`src/common/lsc_pkg.sv`:
```
// Constants, register map and state type for the link state controller
// Summary of operation
// - Three states shown on two status outputs
// - Transition needs two identical consecutive frame indications
// - Any error frame or reset holds acquisition 128 frames
// - Leave acquisition after 128 error-free frames only
// - Acquisition: training fill, interfaces off, frequency detect
// - Lock moves to waiting: acknowledge fill, phase detect
// - Acknowledge received while waiting enters data state
// - Data state: both interfaces on, phase detect
// - Decide from error, valid strobes, fill flag, state
// - Classify frames: training, acknowledge, data, error
// - Low data enable forces fill; select picks type
// - Detector disable low acquires; inactive ignores data
// - Either active-low reset forces acquisition state
// - Data enable retimed as ready-for-data indication
// - Two consecutive errors when locked lose lock
`default_nettype none
package lsc_pkg;
	typedef enum logic [1:0] {
		LSC_ACQ = 2'h0,
		LSC_WAIT = 2'h1,
		LSC_DATA = 2'h3
	} lsc_state_e;

	localparam int unsigned ADDR_W = 4;
	localparam int unsigned HOLD_FRAMES_DEF = 128;
	localparam int unsigned CNT_W_DEF = 8;

	// Frame classes reported by the receiver decode
	localparam logic [1:0] CLS_SQUARE = 2'h0;
	localparam logic [1:0] CLS_ACK = 2'h1;
	localparam logic [1:0] CLS_DATA = 2'h2;
	localparam logic [1:0] CLS_ERR = 2'h3;

	localparam logic [ADDR_W-1:0] REG_CTRL = 4'h0;
	localparam logic [ADDR_W-1:0] REG_STATUS = 4'h4;
	localparam logic [ADDR_W-1:0] REG_INT_STATUS = 4'h8;
	localparam logic [ADDR_W-1:0] REG_INT_MASK = 4'hc;

	localparam int unsigned CTRL_FORCE_BIT = 0;
	localparam logic CTRL_FORCE_RST = 1'h0;
	localparam int unsigned ST_STATE_LSB = 0;
	localparam int unsigned ST_HIGH_BIT = 2;
	localparam int unsigned ST_LOW_BIT = 3;
	localparam int unsigned ST_RESET_BIT = 4;
	localparam int unsigned ST_CNT_LSB = 8;
	localparam int unsigned INT_W = 3;
	localparam int unsigned INT_DATA_BIT = 0;
	localparam int unsigned INT_LOST_BIT = 1;
	localparam int unsigned INT_HOLD_BIT = 2;
	localparam logic [INT_W-1:0] INT_MASK_RST = 3'h0;

	localparam logic [1:0] RESP_OKAY = 2'h0;
	localparam logic [1:0] RESP_SLVERR = 2'h2;
endpackage : lsc_pkg
`default_nettype wire

```
`src/hdl/lsc_link_state_ctrl.sv`:
```
// Link startup state controller with AXI4-Lite registers and interrupt
`timescale 1ns/1ps
`default_nettype none
module lsc_link_state_ctrl #(
	parameter int unsigned HOLD_FRAMES = lsc_pkg::HOLD_FRAMES_DEF,
	parameter int unsigned CNT_W = lsc_pkg::CNT_W_DEF
) (
	input wire logic mclk,
	input wire logic reset,
	input wire logic frameValid,
	input wire logic errorFlag,
	input wire logic dataWordValidN,
	input wire logic ctrlWordValidN,
	input wire logic fillWordFlag,
	input wire logic smResetAN,
	input wire logic smResetBN,
	output logic stateHighOut,
	output logic stateLowOut,
	output logic fillForceN,
	output logic fillTypeSel,
	output logic freqDetDisable,
	output logic rxActive,
	output logic readyForData,
	output logic irq,
	input wire logic [lsc_pkg::ADDR_W-1:0] s_axi_awaddr,
	input wire logic s_axi_awvalid,
	output logic s_axi_awready,
	input wire logic [31:0] s_axi_wdata,
	input wire logic [3:0] s_axi_wstrb,
	input wire logic s_axi_wvalid,
	output logic s_axi_wready,
	output logic [1:0] s_axi_bresp,
	output logic s_axi_bvalid,
	input wire logic s_axi_bready,
	input wire logic [lsc_pkg::ADDR_W-1:0] s_axi_araddr,
	input wire logic s_axi_arvalid,
	output logic s_axi_arready,
	output logic [31:0] s_axi_rdata,
	output logic [1:0] s_axi_rresp,
	output logic s_axi_rvalid,
	input wire logic s_axi_rready
);
	import lsc_pkg::*;

	generate
		if (HOLD_FRAMES < 2 || HOLD_FRAMES >= (1 << CNT_W) || CNT_W > 23) begin : gBadParam
			$error("HOLD_FRAMES must be at least 2 and fit in CNT_W bits");
		end
	endgenerate

	localparam logic [CNT_W-1:0] HOLD_CNT = CNT_W'(HOLD_FRAMES);

	function automatic logic [1:0] classify(input logic err, input logic davN,
			input logic cavN, input logic fw);
		if (err)
			classify = CLS_ERR;
		else if (!davN || !cavN)
			classify = CLS_DATA;
		else if (fw)
			classify = CLS_ACK;
		else
			classify = CLS_SQUARE;
	endfunction : classify

	// Reset pin synchronisers, three stages each
	logic [2:0] resASync_r;
	logic [2:0] resBSync_r;
	logic resAFilt_r;
	logic resBFilt_r;

	always_ff @(posedge mclk) begin
		if (reset) begin
			resASync_r <= 3'h0;
			resBSync_r <= 3'h0;
			resAFilt_r <= 1'h0;
			resBFilt_r <= 1'h0;
		end else begin
			resASync_r <= {resASync_r[1:0], smResetAN};
			resBSync_r <= {resBSync_r[1:0], smResetBN};
			if (resASync_r[1] == resASync_r[2])
				resAFilt_r <= resASync_r[2];
			if (resBSync_r[1] == resBSync_r[2])
				resBFilt_r <= resBSync_r[2];
		end
	end

	logic ctrlForce_r;
	logic [INT_W-1:0] intStatus_r;
	logic [INT_W-1:0] intMask_r;

	// Frame decode and debounce
	logic [1:0] frameCls;
	logic [1:0] prevCls_r;
	logic prevValid_r;
	logic sameTwice;
	logic twoErr;
	logic resetHeld;
	logic forceAcq;

	assign frameCls = classify(errorFlag, dataWordValidN, ctrlWordValidN,
		fillWordFlag);
	assign sameTwice = frameValid && prevValid_r && (frameCls == prevCls_r);
	assign twoErr = sameTwice && (frameCls == CLS_ERR);
	// Either filtered reset pin holds acquisition
	assign resetHeld = !resAFilt_r || !resBFilt_r;
	assign forceAcq = resetHeld || ctrlForce_r;

	always_ff @(posedge mclk) begin
		if (reset || resetHeld) begin
			prevCls_r <= CLS_ERR;
			prevValid_r <= 1'h0;
		end else if (frameValid) begin
			prevCls_r <= frameCls;
			prevValid_r <= 1'h1;
		end
	end

	// Error-free frame counter gating exit from acquisition
	logic [CNT_W-1:0] frameCnt_r;
	logic [CNT_W-1:0] frameCnt_nxt;
	logic holdDone;

	assign holdDone = (frameCnt_r >= HOLD_CNT);
	assign frameCnt_nxt = (forceAcq || (frameValid && frameCls == CLS_ERR)) ?
		'0 : (frameValid && !holdDone) ? frameCnt_r + 1'b1 : frameCnt_r;

	always_ff @(posedge mclk) begin
		if (reset)
			frameCnt_r <= '0;
		else
			frameCnt_r <= frameCnt_nxt;
	end

	// Link state machine
	lsc_state_e state_r;
	lsc_state_e state_nxt;
	logic lockSeen;

	// Two matching fill frames stand for receiver lock
	assign lockSeen = sameTwice &&
		(frameCls == CLS_SQUARE || frameCls == CLS_ACK);

	always_comb begin
		state_nxt = state_r;
		case (state_r)
			LSC_ACQ: begin
				if (!forceAcq && holdDone && lockSeen)
					state_nxt = LSC_WAIT;
			end
			LSC_WAIT: begin
				if (forceAcq || twoErr)
					state_nxt = LSC_ACQ;
				else if (sameTwice && frameCls == CLS_ACK)
					state_nxt = LSC_DATA;
			end
			LSC_DATA: begin
				if (forceAcq || twoErr)
					state_nxt = LSC_ACQ;
			end
			default: state_nxt = LSC_ACQ;
		endcase
	end

	// Status pins follow the next state so they stay registered
	always_ff @(posedge mclk) begin
		if (reset) begin
			state_r <= LSC_ACQ;
			stateHighOut <= 1'h0;
			stateLowOut <= 1'h0;
			fillForceN <= 1'h0;
			fillTypeSel <= 1'h0;
			freqDetDisable <= 1'h0;
			rxActive <= 1'h0;
			readyForData <= 1'h0;
		end else begin
			state_r <= state_nxt;
			stateHighOut <= (state_nxt != LSC_ACQ);
			stateLowOut <= (state_nxt == LSC_DATA);
			fillForceN <= (state_nxt == LSC_DATA);
			fillTypeSel <= (state_nxt != LSC_ACQ);
			freqDetDisable <= (state_nxt != LSC_ACQ);
			rxActive <= (state_nxt != LSC_ACQ);
			readyForData <= fillForceN;
		end
	end

	// Interrupt events
	logic [INT_W-1:0] intSet;
	logic [INT_W-1:0] intClr;

	assign intSet[INT_DATA_BIT] = (state_r == LSC_WAIT) && (state_nxt == LSC_DATA);
	assign intSet[INT_LOST_BIT] = (state_r != LSC_ACQ) && (state_nxt == LSC_ACQ);
	assign intSet[INT_HOLD_BIT] = twoErr;

	// AXI4-Lite write path: address and data taken in either order
	logic awHeld_r;
	logic wHeld_r;
	logic [ADDR_W-1:0] awAddr_r;
	logic [31:0] wData_r;
	logic [3:0] wStrb_r;
	logic doWrite;
	logic wrMapped;
	logic awTake;
	logic wTake;

	assign awTake = s_axi_awvalid && s_axi_awready;
	assign wTake = s_axi_wvalid && s_axi_wready;
	assign doWrite = awHeld_r && wHeld_r && !s_axi_bvalid;
	// STATUS takes writes but keeps its value
	assign wrMapped = (awAddr_r == REG_CTRL) || (awAddr_r == REG_INT_STATUS) ||
		(awAddr_r == REG_INT_MASK) || (awAddr_r == REG_STATUS);
	assign intClr = (doWrite && awAddr_r == REG_INT_STATUS && wStrb_r[0]) ?
		wData_r[INT_W-1:0] : '0;

	always_ff @(posedge mclk) begin
		if (reset) begin
			awHeld_r <= 1'h0;
			wHeld_r <= 1'h0;
			awAddr_r <= '0;
			wData_r <= 32'h0;
			wStrb_r <= 4'h0;
			s_axi_awready <= 1'h0;
			s_axi_wready <= 1'h0;
			s_axi_bvalid <= 1'h0;
			s_axi_bresp <= RESP_OKAY;
		end else begin
			// Ready stays low while a request is held
			s_axi_awready <= !awHeld_r && !awTake && !doWrite;
			s_axi_wready <= !wHeld_r && !wTake && !doWrite;
			if (awTake) begin
				awHeld_r <= 1'h1;
				awAddr_r <= s_axi_awaddr;
			end
			if (wTake) begin
				wHeld_r <= 1'h1;
				wData_r <= s_axi_wdata;
				wStrb_r <= s_axi_wstrb;
			end
			if (doWrite) begin
				awHeld_r <= 1'h0;
				wHeld_r <= 1'h0;
				s_axi_bvalid <= 1'h1;
				s_axi_bresp <= wrMapped ? RESP_OKAY : RESP_SLVERR;
			end else if (s_axi_bready) begin
				s_axi_bvalid <= 1'h0;
			end
		end
	end

	always_ff @(posedge mclk) begin
		if (reset) begin
			ctrlForce_r <= CTRL_FORCE_RST;
			intMask_r <= INT_MASK_RST;
			intStatus_r <= '0;
			irq <= 1'h0;
		end else begin
			if (doWrite && awAddr_r == REG_CTRL && wStrb_r[0])
				ctrlForce_r <= wData_r[CTRL_FORCE_BIT];
			if (doWrite && awAddr_r == REG_INT_MASK && wStrb_r[0])
				intMask_r <= wData_r[INT_W-1:0];
			// Set wins over a simultaneous clear
			intStatus_r <= (intStatus_r & ~intClr) | intSet;
			irq <= |(((intStatus_r & ~intClr) | intSet) & intMask_r);
		end
	end

	// AXI4-Lite read path
	logic [31:0] rdMux;
	logic rdMapped;
	logic [31:0] statusWord;

	assign statusWord = {{(24 - CNT_W){1'b0}}, frameCnt_r, 3'h0, resetHeld,
		stateLowOut, stateHighOut, state_r};
	assign rdMapped = (s_axi_araddr == REG_CTRL) ||
		(s_axi_araddr == REG_STATUS) || (s_axi_araddr == REG_INT_STATUS) ||
		(s_axi_araddr == REG_INT_MASK);
	assign rdMux = (s_axi_araddr == REG_CTRL) ? {31'h0, ctrlForce_r} :
		(s_axi_araddr == REG_STATUS) ? statusWord :
		(s_axi_araddr == REG_INT_STATUS) ? {29'h0, intStatus_r} :
		(s_axi_araddr == REG_INT_MASK) ? {29'h0, intMask_r} : 32'h0;

	always_ff @(posedge mclk) begin
		if (reset) begin
			s_axi_arready <= 1'h0;
			s_axi_rvalid <= 1'h0;
			s_axi_rdata <= 32'h0;
			s_axi_rresp <= RESP_OKAY;
		end else begin
			// Address handshake first, data one edge later
			s_axi_arready <= s_axi_arvalid && !s_axi_arready && !s_axi_rvalid;
			if (s_axi_arvalid && s_axi_arready) begin
				s_axi_rvalid <= 1'h1;
				s_axi_rdata <= rdMux;
				s_axi_rresp <= rdMapped ? RESP_OKAY : RESP_SLVERR;
			end else if (s_axi_rready) begin
				s_axi_rvalid <= 1'h0;
			end
		end
	end
endmodule : lsc_link_state_ctrl
`default_nettype wire

```
`config.mk`:
```
export PLATFORM = sky130hd
export DESIGN_NAME = lsc_link_state_ctrl
export DESIGN_NICKNAME = d
export VERILOG_FILES = /design/src/common/lsc_pkg.sv /design/src/hdl/lsc_link_state_ctrl.sv
export SDC_FILE = /design/constraint.sdc
export NUM_CORES = 1
export LEC_CHECK = 0
export BUFFER_PORTS_ARGS = -buffer_cell sky130_fd_sc_hd__buf_2
export CORE_UTILIZATION = 51
export CTS_CLUSTER_SIZE = 12
export DETAILED_ROUTE_END_ITERATION = 16
export PLACE_DENSITY = 0.93
export SLEW_MARGIN = 40
export SYNTH_ARGS = -nofsm -noshare
export SYNTH_HDL_FRONTEND = slang
export SYNTH_SLANG_ARGS = --single-unit
export TNS_END_PERCENT = 20
```
`constraint.sdc`:
```
create_clock -name mclk -period 4.59 [get_ports mclk]
set_input_delay 0.459 -clock mclk [delete_from_list [all_inputs] [get_ports mclk]]
set_output_delay 0.459 -clock mclk [all_outputs]
set_load 0.05 [all_outputs]
```
# Word level (Yosys, flattened, before mapping)
# Index checks and enable logic that the tools add are counted.
dict set report classes {
  add_sub_neg 1
  n_mul 0
  div 0
  magnitude_cmp 1
  eq_ne 14
  shifts 0
  n_mux 19
  bitwise_logic 4
  reduce_logical 67
}
# op n
set op_table {}
lappend op_table {{16-bit 2-to-1 mux} 2}
lappend op_table {{1-bit logical AND} 28}
lappend op_table {{4-bit == test, second input constant} 4}
lappend op_table {{2-bit 2-to-1 mux} 8}
lappend op_table {{1-bit logical NOT} 14}
lappend op_table {{1-bit logical OR} 13}
lappend op_table {{3-bit 2-to-1 mux} 3}
lappend op_table {{8-bit by 1-bit adder with 8-bit output, second input constant} 1}
lappend op_table {{4-bit by 3-bit == test with 1-bit output, second input constant} 2}
lappend op_table {{8-bit >= comparator, second input constant} 1}
lappend op_table {{4-bit logical NOT} 2}
lappend op_table {{2-bit nonzero test} 4}
lappend op_table {{3-bit bitwise AND} 2}
lappend op_table {{2-bit == test, second input constant} 3}
lappend op_table {{2-bit logical NOT} 3}
lappend op_table {{2-bit one-hot mux with 3 select lines} 1}
lappend op_table {{1-bit 2-to-1 mux} 5}
lappend op_table {{2-bit by 1-bit == test with 1-bit output, second input constant} 2}
lappend op_table {{2-bit OR reduction} 2}
lappend op_table {{3-bit NOT} 1}
lappend op_table {{3-bit OR} 1}
lappend op_table {{3-bit OR reduction} 1}
lappend op_table {{1-bit == test} 2}
lappend op_table {{2-bit == test} 1}
dict set report totals {
  ff_bits 83
  latch_bits 0
  ramBits 0
  rom_bits 0
  input_bits 58
  output_inout_bits 49
  wordCells 134
  n_memories 0
}

# Longest topological paths before layout
dict set report depth {
  word_depth 15
  mapped_depth 6
  ltp_nobuf 5
}

# Worst setup path before layout
# Ideal clock, no wire load.
dict set report synth_path {
  path_type {flip-flop to flip-flop}
  from {reg s_axi_bvalid}
  to {reg irq}
  setup_ps 122
  t_arrival_ps 1549
  required_ps 4468
  path_slack_ps 2919
  path_stages_with_launch 6
  n_path_buf 1
  synth_period_minus_slack_ps 1671
  cell_sequence {dfxtp_1 > and3b_1 > buf_2 > a41oi_1 > a31o_2 > a221o_1}
}
dict set report synth_between {
  elab_chain_cells 10
}
# element line
set synth_lines {}
lappend synth_lines {{start, declared} lsc_link_state_ctrl.sv:33} ;# output logic s_axi_bvalid,
lappend synth_lines {{start signal, assigned} lsc_link_state_ctrl.sv:224} ;# s_axi_bvalid <= 1'h0;
lappend synth_lines {{start signal, assigned} lsc_link_state_ctrl.sv:242} ;# s_axi_bvalid <= 1'h1;
lappend synth_lines {{start signal, assigned} lsc_link_state_ctrl.sv:245} ;# s_axi_bvalid <= 1'h0;
lappend synth_lines {{1-bit logical NOT} lsc_link_state_ctrl.sv:208} ;# assign doWrite = awHeld_r && wHeld_r && !s_axi_bvalid;
lappend synth_lines {{1-bit logical AND} lsc_link_state_ctrl.sv:208}
lappend synth_lines {{1-bit logical AND (2 in a row)} lsc_link_state_ctrl.sv:212} ;# assign intClr = (doWrite && awAddr_r == REG_INT_STATUS && wStrb_r[0]) ?
lappend synth_lines {{3-bit 2-to-1 mux} lsc_link_state_ctrl.sv:212}
lappend synth_lines {{3-bit NOT} lsc_link_state_ctrl.sv:263} ;# irq <= |(((intStatus_r & ~intClr) | intSet) & intMask_r);
lappend synth_lines {{3-bit bitwise AND} lsc_link_state_ctrl.sv:263}
lappend synth_lines {{3-bit OR} lsc_link_state_ctrl.sv:263}
lappend synth_lines {{3-bit bitwise AND} lsc_link_state_ctrl.sv:263}
lappend synth_lines {{3-bit OR reduction} lsc_link_state_ctrl.sv:263}
lappend synth_lines {{end signal, assigned} lsc_link_state_ctrl.sv:263}
lappend synth_lines {{end, declared} lsc_link_state_ctrl.sv:24} ;# output logic irq,
# Every way passes these cells.
# A chain may end at the register's enable or synchronous reset.

# Worst setup path in the final report
# Ends and elaborated chain as after synthesis.

==> key figures <==
STA
  – Setup tns final: 0 ns
  – Unrepaired setup endpoints after global routing: false
  – Period utilization: 0.363
  – Final Slew Violations: 0
  – Max Freq: 0.600 GHz
  – Worst Tran Pin Value: 0.608 ns
  – Min cycle time layout: 1.67 ns
  – Setup-failing EPs final: 0
  – Hold_ws: 0.327 ns
  – Layout Skew: 0.00525 ns
  – Relative slew slack: 0.591
  – Hold Vio Cnt, Final: 0

Detailed routing
  – DR DRC count: 0
  – First-pass detailed-route iteration total: 4
  – Detailed Route Iter0 Violations: 121
  – Wirelength per Cell: 12.6 um
  – Vias: 2043
  – Routed WL: 5.02 mm
  – Antenna violation net count after detailed routing: 0
  – Vias per inst: 5.13

Job
  – Maxcap violations: 0

Synthesis
  – Seq/Total Area, Yosys: 0.486
  – EDFF count, synth: 0
  – Synthesis-stage register bit count: 62
  – Asr flop ratio synth: 0
  – Post-Syn Area: 2550 um^2
  – Netlist cell types: 46
  – Syn Inst Count: 278
  – YS warnings: 0
  – Top FF cell, synth: dfxtp_1
  – Mapped Avg Cell Area: 9.19 um^2

Worst setup path
  – Worst EP required: 4.82 ns
  – Peak fanout along the critical path: 10
  – CP Capture Type: register
  – Critical path data arrival time: 1.89 ns
  – Startpoint types: register
  – Crit path kind: register to register

Placement
  – HPWL Detailed: 3.44 mm
  – Routability Congestion: 0.755
  – I/O Buffers: 53

Layout
  – Share of layout cells above drive strength 1: 0.224
  – ANT cells: 0
  – Most frequent cells in the layout: 62 x dfxtp_1, 52 x buf_2, 29 x nor2_1, 24 x nand2_1
  – Commonest non-fill, non-tap cell in the layout: dfxtp_1
  – Area delta synth->final: 14.8%
  – Final net count: 387

GRT
  – Total Routing Usage GR: 0.203
  – First-pass GRT wire length: 8.04 mm
  – Antenna violations before repair: 0
  – Grt ovf: 0
  – Largest net degree at the start of global routing: 51
  – Vias in the first global route: 1823

CTS
  – H-tree Lvls: 3
  – Worst-Skew Late Latency: 0.34 ns
  – CTS Sinks: 62
  – Cts repair resizes: 0
  – Worst-path clk slew: 0.06 ns
  – Num CTS Buffers: 9
  – CTS tree: yes
  – Hold_buf cts: 0
  – Post-CTS Setup Inserts: 0
  – CTS Root Cell: clkbuf_8
  – Worst-case clock buffer depth: 2

Run status
  – Outcome: finished, final reports clean

Floorplanning
  – # rows: 25
  – Core Box Area: 4790 um^2
  – # IOs: 107
  – Initial core utilization: 0.534
  – Die H: 72.8 um
  – Die Span X: 72.8 um
  – Die area: 5300 um^2

Pwr
  – Worst vdd rail ir drop: 0.180 mV
  – Power per cell area: 374 nW/um^2
  – Leak: 1.21 nW

Worst hold path
  – Worst min path class: primary input to register
## layout make-up
| class | count | area (um^2) |
|---|---|---|
| Clock buffer | 15 | 186 |
| Fill cell | 377 | 1850 |
| Inverter | 5 | 18.8 |
| Multi-Input combinational cell | 196 | 1140 |
| Sequential cell | 62 | 1240 |
| Tap cell | 67 | 83.8 |
| Timing Repair Buffer | 53 | 268 |
## cell families (layout without fill, tap and decap cells)
family	Yosys count	in the layout	share of synthesized area
buffers and inverters	40	73	0.0989
flip-flops	62	62	0.486
AND/OR/NAND/NOR	103	103	0.204
adder cells (fa/ha/maj)	2	2	0.00979
multiplexers	8	8	0.0372
XOR/XNOR	5	5	0.0171
other	1	21	0.00147
AO/OA/AOI/OAI	57	57	0.145
## cells in the mapped netlist (2+ instances only)
cell | number | area (um^2)
a41oi_1 | 2 | 17.5
o21a_1 | 4 | 30.0
nor2b_1 | 13 | 81.3
nand3b_1 | 2 | 15.0
a22o_1 | 3 | 26.3
dfxtp_1 | 62 | 1240
or3_1 | 2 | 12.5
a31oi_1 | 2 | 12.5
nor3_1 | 6 | 30.0
xor2_1 | 2 | 17.5
buf_4 | 25 | 188
ha_1 | 2 | 25.0
nand2b_1 | 3 | 18.8
mux2_2 | 2 | 22.5
inv_1 | 5 | 18.8
xnor2_1 | 3 | 26.3
nand3_1 | 10 | 50.1
nor2_1 | 29 | 109
buf_1 | 2 | 7.51
mux2i_1 | 5 | 50.1
a22oi_1 | 13 | 97.6
a21oi_1 | 21 | 105
a211oi_1 | 2 | 15.0
nor4_1 | 2 | 12.5
clkbuf_1 | 6 | 22.5
o21ai_0 | 6 | 30.0
nand4_1 | 2 | 12.5
nand2_1 | 24 | 90.1
## sequential cells by signal (all words and copies together), names as in the netlist, 2 cells and up
| register | cells |
|---|---|
| state_r | 2 |
| resBSync_r | 3 |
| wData_r | 3 |
| frameCnt_r | 8 |
| intStatus_r | 3 |
| resASync_r | 3 |
| awAddr_r | 4 |
| prevCls_r | 2 |
| intMask_r | 3 |
| s_axi_rdata | 13 |
## path summary, 6_finish.rpt
path	startpoint	cells after the start	slack (ns)	to
max	s_axi_bvalid	4	2.92	irq
max reg2reg	s_axi_bvalid	4	2.92	irq
min	smResetAN	2	0.33	resASync_r[0]
min reg2reg	s_axi_rvalid	1	0.45	s_axi_arready
## worst max-delay path, stage by stage (launching register included)
cell and delay, ns:
dfxtp_1 0.32, and3b_1 0.43, a41oi_1 0.19, a31o_2 0.26, a221o_1 0.35
## power breakdown
part / leakage, nW / total [mW] / internal [mW] / switching (mW)
Clock: 0.0958 / 0.443 / 0.253 / 0.190
Combinational: 0.609 / 0.0979 / 0.0218 / 0.0760
Sequential: 0.503 / 0.557 / 0.549 / 0.00850
## routing by layer
layer  global-route usage  vias up  part of all wire
li1                     -     1015                 -
met1                0.239      946              0.44
met2                0.329       71              0.48
met3               0.0829       11             0.059
met4               0.0828        0             0.022
met5                    0        -                 0
## stage by stage
step	setup slack [ns]	std cells	utilization	instance area [um^2]	power (mW)
after floorplan	2.92	298	-	2630	0.658
after CTS	2.69	398	0.613	2930	1.10
after global placement	2.36	383	0.574	2750	0.663
after global routing	2.86	398	0.613	2930	1.14
final	2.92	398	0.613	2930	1.10
after detailed placement	2.34	383	0.574	2750	0.666
Note: power is estimated with default switching activity, not from simulation.
